## src/tcm_pkg.sv

```systemverilog
// constants, register layout and state types of the channel one mode control block
package tcm_pkg;

	// ****************************************************************
	// register bus
	// ****************************************************************
	localparam int             ADDR_W          = 4;
	localparam int             DATA_W          = 16;
	localparam logic [3:0]     CFG_OFFSET      = 4'h0;   // channel1_mode_config
	localparam logic [7:0]     CFG_RESET       = 8'h00;
	localparam logic [15:0]    RD_IDLE         = 16'h0000;

	// ****************************************************************
	// field positions of channel1_mode_config
	// ****************************************************************
	localparam int             DIR_LSB         = 0;      // channel_direction_sel, 1:0
	localparam int             PSC_LSB         = 2;      // capture_event_divider, 3:2
	localparam int             MODE_LSB        = 4;      // compare_mode_sel, 6:4
	localparam int             FILT_LSB        = 4;      // input_filter_sel, 7:4
	localparam int             FILT_MSB        = 7;
	localparam int             OUT_VIEW_BITS   = 7;      // bits 15:7 reserved in output view
	localparam int             IN_VIEW_BITS    = 8;      // bits 15:8 reserved in input view

	// ****************************************************************
	// encodings
	// ****************************************************************
	localparam logic [1:0]     DIR_OUTPUT      = 2'h0;
	localparam logic [1:0]     DIR_LINE_ONE    = 2'h1;
	localparam logic [1:0]     DIR_LINE_TWO    = 2'h2;
	localparam logic [1:0]     DIR_TRIGGER     = 2'h3;
	localparam logic [1:0]     LOCK_FULL       = 2'h3;

	localparam logic [2:0]     MODE_FROZEN     = 3'h0;
	localparam logic [2:0]     MODE_SET_MATCH  = 3'h1;
	localparam logic [2:0]     MODE_CLR_MATCH  = 3'h2;
	localparam logic [2:0]     MODE_TOGGLE     = 3'h3;
	localparam logic [2:0]     MODE_FORCE_LOW  = 3'h4;
	localparam logic [2:0]     MODE_FORCE_HIGH = 3'h5;
	localparam logic [2:0]     MODE_PWM_ONE    = 3'h6;
	localparam logic [2:0]     MODE_PWM_TWO    = 3'h7;

	// ****************************************************************
	// filter tables, indexed by input_filter_sel (element 0 rightmost)
	// ****************************************************************
	// divider as a power of two: 1,1,1,1,2,2,4,4,8,8,16,16,16,32,32,32
	localparam logic [15:0][2:0] FILT_DIV_LOG2 = {
		3'h5, 3'h5, 3'h5, 3'h4, 3'h4, 3'h4, 3'h3, 3'h3,
		3'h2, 3'h2, 3'h1, 3'h1, 3'h0, 3'h0, 3'h0, 3'h0};
	// consecutive agreeing samples; code 0 takes every sample at once
	localparam logic [15:0][3:0] FILT_LEN = {
		4'h8, 4'h6, 4'h5, 4'h8, 4'h6, 4'h5, 4'h8, 4'h6,
		4'h8, 4'h6, 4'h8, 4'h6, 4'h8, 4'h4, 4'h2, 4'h1};
	localparam logic [4:0]     DIV_ALL_ONES    = 5'h1F;
	localparam logic [2:0]     DIV_LOG2_MAX    = 3'h5;

	// ****************************************************************
	// carriers and state
	// ****************************************************************
	typedef struct packed {
		logic [ADDR_W-1:0] addr;
		logic [DATA_W-1:0] wrData;
		logic              wr;
		logic              rd;
	} tcm_bus_req_t;

	typedef struct packed {
		logic [4:0] divCount;
		logic [3:0] agreeCount;
		logic       level;
	} tcm_filt_state_t;

	typedef struct packed {
		logic [7:0]        cfg;
		logic [DATA_W-1:0] rdData;
		logic              refLevel;
		logic [1:0]        syncOne;
		logic [1:0]        syncTwo;
		logic [1:0]        syncThree;
		logic [1:0]        lineLevel;
		logic              capPrev;
		logic [2:0]        pscCount;
		logic              capturePulse;
		logic [15:0]       captureValue;
	} tcm_main_state_t;

endpackage : tcm_pkg

```

## src/tcm_input_filter.sv

```systemverilog
// digital input filter with sampling divider and agreement length
`timescale 1ns/1ps
module tcm_input_filter (
	input  wire logic       clk,
	input  wire logic       srst,
	input  wire logic       sampleIn,
	input  wire logic [3:0] filterSel,
	output logic            level
);

	tcm_pkg::tcm_filt_state_t q, d;
	logic [2:0] divLog2;
	logic [3:0] lenNeed;
	logic [4:0] divMask;
	logic       sampleTick;

	// ****************************************************************
	// filter state update
	// ****************************************************************
	// table lookups and sampling tick from the divider count
	always_comb begin
		divLog2    = tcm_pkg::FILT_DIV_LOG2[filterSel];
		lenNeed    = tcm_pkg::FILT_LEN[filterSel];
		divMask    = tcm_pkg::DIV_ALL_ONES >> (tcm_pkg::DIV_LOG2_MAX - divLog2);
		sampleTick = (q.divCount & divMask) == divMask;
		d = q;
		d.divCount = sampleTick ? 5'h00 : 5'(q.divCount + 5'h01);
		// a transition is taken only once lenNeed samples in a row disagree with the level
		if (sampleTick) begin
			if (sampleIn == q.level) begin
				d.agreeCount = 4'h0;
			end else if (4'(q.agreeCount + 4'h1) >= lenNeed) begin
				d.level      = sampleIn;
				d.agreeCount = 4'h0;
			end else begin
				d.agreeCount = 4'(q.agreeCount + 4'h1);
			end
		end
	end

	// register the filter state
	always_ff @(posedge clk) begin
		if (srst) begin
			q <= '0;
		end else begin
			q <= d;
		end
	end

	assign level = q.level;

endmodule : tcm_input_filter

```

## src/tcm_chan_mode.sv

```systemverilog
// channel one mode control: direction, compare reference, capture prescaler and filter
`timescale 1ns/1ps
module tcm_chan_mode (
	input  wire logic                  clk,
	input  wire logic                  srst,
	input  wire tcm_pkg::tcm_bus_req_t busReq,
	output logic [15:0]                busRdData,
	input  wire logic                  channelEnableBit,
	input  wire logic [1:0]            lockLevel,
	input  wire logic [15:0]           counterValue,
	input  wire logic [15:0]           compareValue,
	input  wire logic                  inputLineOne,
	input  wire logic                  inputLineTwo,
	input  wire logic                  internalTriggerSource,
	output logic                       channelReferenceLevel,
	output logic                       captureInputSignal,
	output logic                       captureEvent,
	output logic [15:0]                captureValue
);

	tcm_pkg::tcm_main_state_t q, d;

	logic [1:0] dirSel;
	logic [1:0] pscSel;
	logic [2:0] modeSel;
	logic [3:0] filterSel;
	logic       isOutput;
	logic       cfgHit;
	logic       counterMatch;
	logic       counterBelow;
	logic       counterAbove;
	logic       filterIn;
	logic       filterLevel;
	logic       risingEdge;
	logic [2:0] pscLast;

	// ****************************************************************
	// field views of the configuration byte
	// ****************************************************************
	// the mode and filter fields share bits, the direction decides which one counts
	always_comb begin
		dirSel    = q.cfg[tcm_pkg::DIR_LSB +: 2];
		pscSel    = q.cfg[tcm_pkg::PSC_LSB +: 2];
		modeSel   = q.cfg[tcm_pkg::MODE_LSB +: 3];
		filterSel = q.cfg[tcm_pkg::FILT_LSB +: 4];
		isOutput  = dirSel == tcm_pkg::DIR_OUTPUT;
		cfgHit    = busReq.addr == tcm_pkg::CFG_OFFSET;
	end

	// ****************************************************************
	// compare results against the counter
	// ****************************************************************
	// plain magnitude compares; the counter itself lives outside this block
	always_comb begin
		counterMatch = counterValue == compareValue;
		counterBelow = counterValue <  compareValue;
		counterAbove = counterValue >  compareValue;
	end

	// ****************************************************************
	// capture source selection and filter
	// ****************************************************************
	// pins are taken from the synchronised level; the trigger is same-clock logic
	always_comb begin
		if (dirSel == tcm_pkg::DIR_LINE_ONE) begin
			filterIn = q.lineLevel[0];
		end else if (dirSel == tcm_pkg::DIR_LINE_TWO) begin
			filterIn = q.lineLevel[1];
		end else if (dirSel == tcm_pkg::DIR_TRIGGER) begin
			filterIn = internalTriggerSource;
		end else begin
			filterIn = 1'b0;
		end
	end

	// code 0000 maps to divider 1 and length 1, so every clock sample passes
	tcm_input_filter u_filter (
		.clk       (clk),
		.srst      (srst),
		.sampleIn  (filterIn),
		.filterSel (filterSel),
		.level     (filterLevel)
	);

	// valid event is a rising edge of the filtered input; polarity is handled elsewhere
	always_comb begin
		risingEdge = filterLevel & ~q.capPrev;
		pscLast    = 3'((4'h1 << pscSel) - 4'h1);
	end

	// ****************************************************************
	// next state
	// ****************************************************************
	always_comb begin
		d = q;
		d.rdData       = tcm_pkg::RD_IDLE;
		d.capturePulse = 1'b0;

		// pin synchronisers: three stages, a change counts once stages two and three agree
		d.syncOne   = {inputLineTwo, inputLineOne};
		d.syncTwo   = q.syncOne;
		d.syncThree = q.syncTwo;
		for (int i = 0; i < 2; i++) begin
			if (q.syncTwo[i] == q.syncThree[i]) begin
				d.lineLevel[i] = q.syncThree[i];
			end
		end

		// register write; direction lands only while the channel is disabled, mode and bit 7 are guarded against the current direction, prescaler always lands
		if (busReq.wr && cfgHit) begin
			if (!channelEnableBit) begin
				d.cfg[tcm_pkg::DIR_LSB +: 2] = busReq.wrData[tcm_pkg::DIR_LSB +: 2];
			end
			d.cfg[tcm_pkg::PSC_LSB +: 2] = busReq.wrData[tcm_pkg::PSC_LSB +: 2];
			if (!(isOutput && lockLevel == tcm_pkg::LOCK_FULL)) begin
				d.cfg[tcm_pkg::MODE_LSB +: 3] = busReq.wrData[tcm_pkg::MODE_LSB +: 3];
			end
			// top filter bit is reserved in the output view, so it only lands in input view
			if (!isOutput) begin
				d.cfg[tcm_pkg::FILT_MSB] = busReq.wrData[tcm_pkg::FILT_MSB];
			end
		end

		// register read; the layout depends on the direction, reserved bits read zero
		if (busReq.rd && cfgHit) begin
			if (isOutput) begin
				d.rdData = {9'h000, q.cfg[tcm_pkg::OUT_VIEW_BITS-1:0]};
			end else begin
				d.rdData = {8'h00, q.cfg[tcm_pkg::IN_VIEW_BITS-1:0]};
			end
		end

		// compare reference; PWM levels are recomputed every cycle, so a change of
		// compare result or of mode out of frozen shows on the next edge
		if (isOutput) begin
			case (modeSel)
				tcm_pkg::MODE_FROZEN: begin
					d.refLevel = q.refLevel;
				end
				tcm_pkg::MODE_SET_MATCH: begin
					if (counterMatch) begin
						d.refLevel = 1'b1;
					end
				end
				tcm_pkg::MODE_CLR_MATCH: begin
					if (counterMatch) begin
						d.refLevel = 1'b0;
					end
				end
				tcm_pkg::MODE_TOGGLE: begin
					if (counterMatch) begin
						d.refLevel = ~q.refLevel;
					end
				end
				tcm_pkg::MODE_FORCE_LOW: begin
					d.refLevel = 1'b0;
				end
				tcm_pkg::MODE_FORCE_HIGH: begin
					d.refLevel = 1'b1;
				end
				tcm_pkg::MODE_PWM_ONE: begin
					d.refLevel = counterBelow;
				end
				default: begin
					d.refLevel = counterAbove;
				end
			endcase
		end

		// capture path: prescale valid events, take the counter only while enabled
		d.capPrev = filterLevel;
		if (isOutput || !channelEnableBit) begin
			d.pscCount = 3'h0;
		end else if (risingEdge) begin
			if (q.pscCount >= pscLast) begin
				d.pscCount     = 3'h0;
				d.capturePulse = 1'b1;
				d.captureValue = counterValue;
			end else begin
				d.pscCount = 3'(q.pscCount + 3'h1);
			end
		end
	end

	// ****************************************************************
	// state register
	// ****************************************************************
	always_ff @(posedge clk) begin
		if (srst) begin
			q     <= '0;
			q.cfg <= tcm_pkg::CFG_RESET;
		end else begin
			q <= d;
		end
	end

	// all outputs come from the state flops or the filter's flop
	assign busRdData             = q.rdData;
	assign channelReferenceLevel = q.refLevel;
	assign captureInputSignal    = filterLevel;
	assign captureEvent          = q.capturePulse;
	assign captureValue          = q.captureValue;

endmodule : tcm_chan_mode

```

## config.mk

```make
export PLATFORM = sky130hd
export DESIGN_NAME = tcm_chan_mode
export DESIGN_NICKNAME = d
export VERILOG_FILES = /design/src/tcm_pkg.sv /design/src/tcm_input_filter.sv /design/src/tcm_chan_mode.sv
export SDC_FILE = /design/constraint.sdc
export NUM_CORES = 1
export LEC_CHECK = 0
export ABC_CLOCK_PERIOD_IN_PS = 2900
export BUFFER_PORTS_ARGS = -buffer_cell sky130_fd_sc_hd__clkbuf_2
export CAP_MARGIN = 5
export CORE_ASPECT_RATIO = 0.6
export CORE_MARGIN = 3
export CORE_UTILIZATION = 35
export CTS_CLUSTER_DIAMETER = 30
export CTS_CLUSTER_SIZE = 12
export DETAILED_ROUTE_END_ITERATION = 16
export GPL_TIMING_DRIVEN = 0
export SETUP_SLACK_MARGIN = 0.15
export SYNTH_ARGS = -nofsm -noshare
export SYNTH_HDL_FRONTEND = slang
export SYNTH_SLANG_ARGS = --single-unit
```

## constraint.sdc

```tcl
create_clock -name clk -period 2.9 [get_ports clk]
set_clock_uncertainty 0.1 [all_clocks]
set_input_delay 0.29 -clock clk [delete_from_list [all_inputs] [get_ports clk]]
set_output_delay 0.29 -clock clk [all_outputs]
set_load 0.01 [all_outputs]
```

==> run summary <==
Unique masters post-synth: 44
Final setup margin: 0.3863 ns
Design area: 3819 um2
IO Pins: 97
Clk slew on worst S/H paths: 0.07 ns
Final setup vio count: 0
Main combinational cell family by area after synthesis: simple AND/OR/NAND/NOR gates
CTS root buf: clkbuf_16
Seq cells post-synth: 56
Final net count: 534
Final hold violation count: 0
Total number of vias: 2496
Worst hold path class: in -> reg
Slew margin rel.: 0.6331
DIE HEIGHT: 78.92 um
Req. time, crit path: 2.99 ns
Antenna Cells: 0
Critical Path, Cell by Cell: inv_1 -> ha_1 -> nand2_1 -> o21ai_0 -> mux2_2 -> ha_1 -> a21oi_1 -> o21ai_2 -> and2b_1 -> mux2_2
Critical path class: reg -> reg
Post-route minimum period: 2.514 ns
Ys Warns: 0
CP bufs+invs: 1
Final WL: 6818 um
Worst slew pin tran: 0.5454 ns
GPL Wtd Cong: 0.7525
Critical Path Source Type: flop
CP endpoint kind: flop
Fin Hold WS: 0.09845 ns
Simple-Gate Fraction of Synth Area: 0.1751
Sequential-to-total area share from yosys stat: 0.3614
P&R area growth vs syn: 23.11%
Setup TNS: 0 ns
Delay-heaviest family, CP: multiplexers
Largest net degree at the start of global routing: 19
Clk sinks: 56
First-pass DRT Iterations: 4
First-pass GRT wire length: 11610 um
Post-Synth Adder-Cell Area: 0.1251
Max-cap violations: 0
Status: complete, no violations
Synthesized instance count: 347
Compound-Gate Fraction of Synth Area: 0.1037
CTS tree: done
IR drop worst, VDD: 0.2257 mV
Post-Place Setup Slack: 0.07732 ns
Vias in the first global route: 2484
Setup slack, reg-to-reg: 0.39 ns
Share of cells above drive strength 1: 0.3145
Post-synthesis mux area share: 0.09197
Syn avg cell area: 8.939 um2
Number of synthesized flops with an enable pin: 0
Die area: 10060 um2
Initial DRC count: 95
Worst-path maximum fanout: 6
CP max stage delay: 0.41 ns
Initial Util: 0.3770
Residual DRC: 0
CP max-delay cell: dfxtp_2
WL/cell: 12.40 um
Port bufs: 80
PwrDens: 400.1 nW/um2
Core area: 8227 um2
Initial antenna violation count: 0
Chip Width: 127.5 um
Num CTS Buffers: 5
Max Buffers Root-to-Sink: 2
Achievable Freq: 0.3978 GHz
Vias/cell: 4.538
Xor/xnor share of the synthesized area: 0.02259
Slew Limit Fails: 0
Fillcell total: 836
FFs w/ async S/R, synth: 0
FP Rows: 25
Crit path DAT: 2.60 ns
Synthesized cell area: 3102 um2
Pwr Total: 1.528 mW
H-Tree Depth: 2
Dpl hpwl: 5584 um
Clock Latency Late Sink: 0.30 ns
Pleak: 1.805 nW
Top FF cell, synth: dfxtp_1
ANT nets after route: 0
Post-DP Area: 3664 um2
GRT Total Usage: 0.1436
Final Cycle Share: 0.8668
RSZ-0062 raised after global routing: no
Post-CTS Hold Buffers: 0
Total grt overflow: 0
## per-layer routing
| layer | GRT usage | vias to the layer above | wire length [um] |
|---|---|---|---|
| li1 | - | 1322 | - |
| met1 | 0.2035 | 1116 | 3483 |
| met2 | 0.2125 | 53 | 2899 |
| met3 | 0.03965 | 5 | 368 |
| met4 | 0.04176 | 0 | 66 |
| met5 | 0 | - | 0 |
## final cells by class
| cell class | instances | area [um2] | area share |
|---|---|---|---|
| Multi-Input combinational cell | 233 | 1642 | 0.4299 |
| Sequential cell | 56 | 1124 | 0.2942 |
| Timing Repair Buffer | 80 | 400.4 | 0.1048 |
| Buffer | 41 | 281.5 | 0.07372 |
| Tap cell | 108 | 135.1 | 0.03539 |
| Clock buffer | 5 | 125.1 | 0.03277 |
| Inverter | 24 | 90.09 | 0.02359 |
| Clock inverter | 3 | 21.27 | 0.005570 |
## worst paths after layout
| path | endpoint | startpoint | cells after the start |
|---|---|---|---|
| max reg2reg | u_filter.level$_SDFFE_PP0P_ | filterSel[0]$_SDFFE_PP0P_ | 10 |
| max | u_filter.level$_SDFFE_PP0P_ | filterSel[0]$_SDFFE_PP0P_ | 10 |
| min reg2reg | d[24]$_SDFF_PP0_ | d[26]$_SDFF_PP0_ | 1 |
| min | d[25]$_SDFF_PP0_ | inputLineOne | 2 |
## power by group
part / internal, mW / switching (mW) / total [mW] / leakage, nW
Sequential: 0.773 / 0.00305 / 0.776 / 0.453
Clock: 0.322 / 0.290 / 0.612 / 0.0702
Combinational: 0.0686 / 0.0708 / 0.139 / 1.28
## placed cells by master, fill, tap and decap left out, drive strengths merged, types with 2 or more instances in the layout
master	Yosys	routed
o211ai	3	3
a21oi	19	19
nand3	7	7
a211oi	2	2
buf	36	35
inv	24	25
a22o	3	3
nor2	36	36
ha	31	31
nor2b	14	14
nand2	20	20
nor3	5	5
clkbuf	5	91
o21a	2	2
nand2b	3	3
o21ai	14	14
dfxtp	56	56
mux2i	24	24
conb	1	8
xor2	4	4
mux2	4	4
xnor2	4	4
nand4	4	4
nor4	3	3
and2	9	9
## cell usage after synthesis, types with 2 or more instances
cell      count  share of area
a22o_1        3         0.0085
xnor2_1       4          0.011
inv_1        24          0.029
nor2_1       36          0.044
mux2_2        4          0.015
nand2b_1      3         0.0061
dfxtp_1      56           0.36
o211ai_1      3         0.0073
a211oi_1      2         0.0048
clkbuf_1      5         0.0061
a21oi_1      19          0.031
nand4_1       4         0.0081
nand2_1      20          0.024
mux2i_1      24          0.077
and2_1        9          0.018
buf_4        33          0.080
nor4_1        2         0.0040
nand3_1       7          0.011
buf_1         2         0.0024
xor2_1        4          0.011
o21a_1        2         0.0048
nor3_1        5         0.0081
nor2b_1      13          0.026
ha_1         31           0.13
o21ai_0      13          0.021
## registers in the layout, indices dropped and copies added, names as in the netlist
signal	flops
d	4
u_filter.q	9
pscSel	2
dirSel	2
channelReferenceLevel	1
filterSel	4
captureValue	16
captureEvent	1
busRdData	8
q	8
u_filter.level	1
## metrics by stage
| stage | cells | util |
|---|---|---|
| 2_1_floorplan | 354 | - |
| 3_3_place_gp | 542 | 0.4453 |
| 3_5_place_dp | 542 | 0.4453 |
| 4_1_cts | 550 | 0.4631 |
| 5_1_grt | 550 | 0.4642 |
| 6_report | 550 | 0.4642 |
## logic make-up (layout without fill, tap and decap cells)
group,after synthesis,count (layout)
buffers and inverters,65,153
other,1,8
adders and majority gates,31,31
muxes,28,28
DFF,56,56
AOI/OAI and AO/OA,51,51
and+or+nand+nor,107,107
xor gates and xnor gates,8,8
## what timing repair did
action                     CTS  global route
buffers inserted             0             0
setup endpoints to repair    1             6
gates resized for setup      1             6
Power figures use the tool's default switching activity.
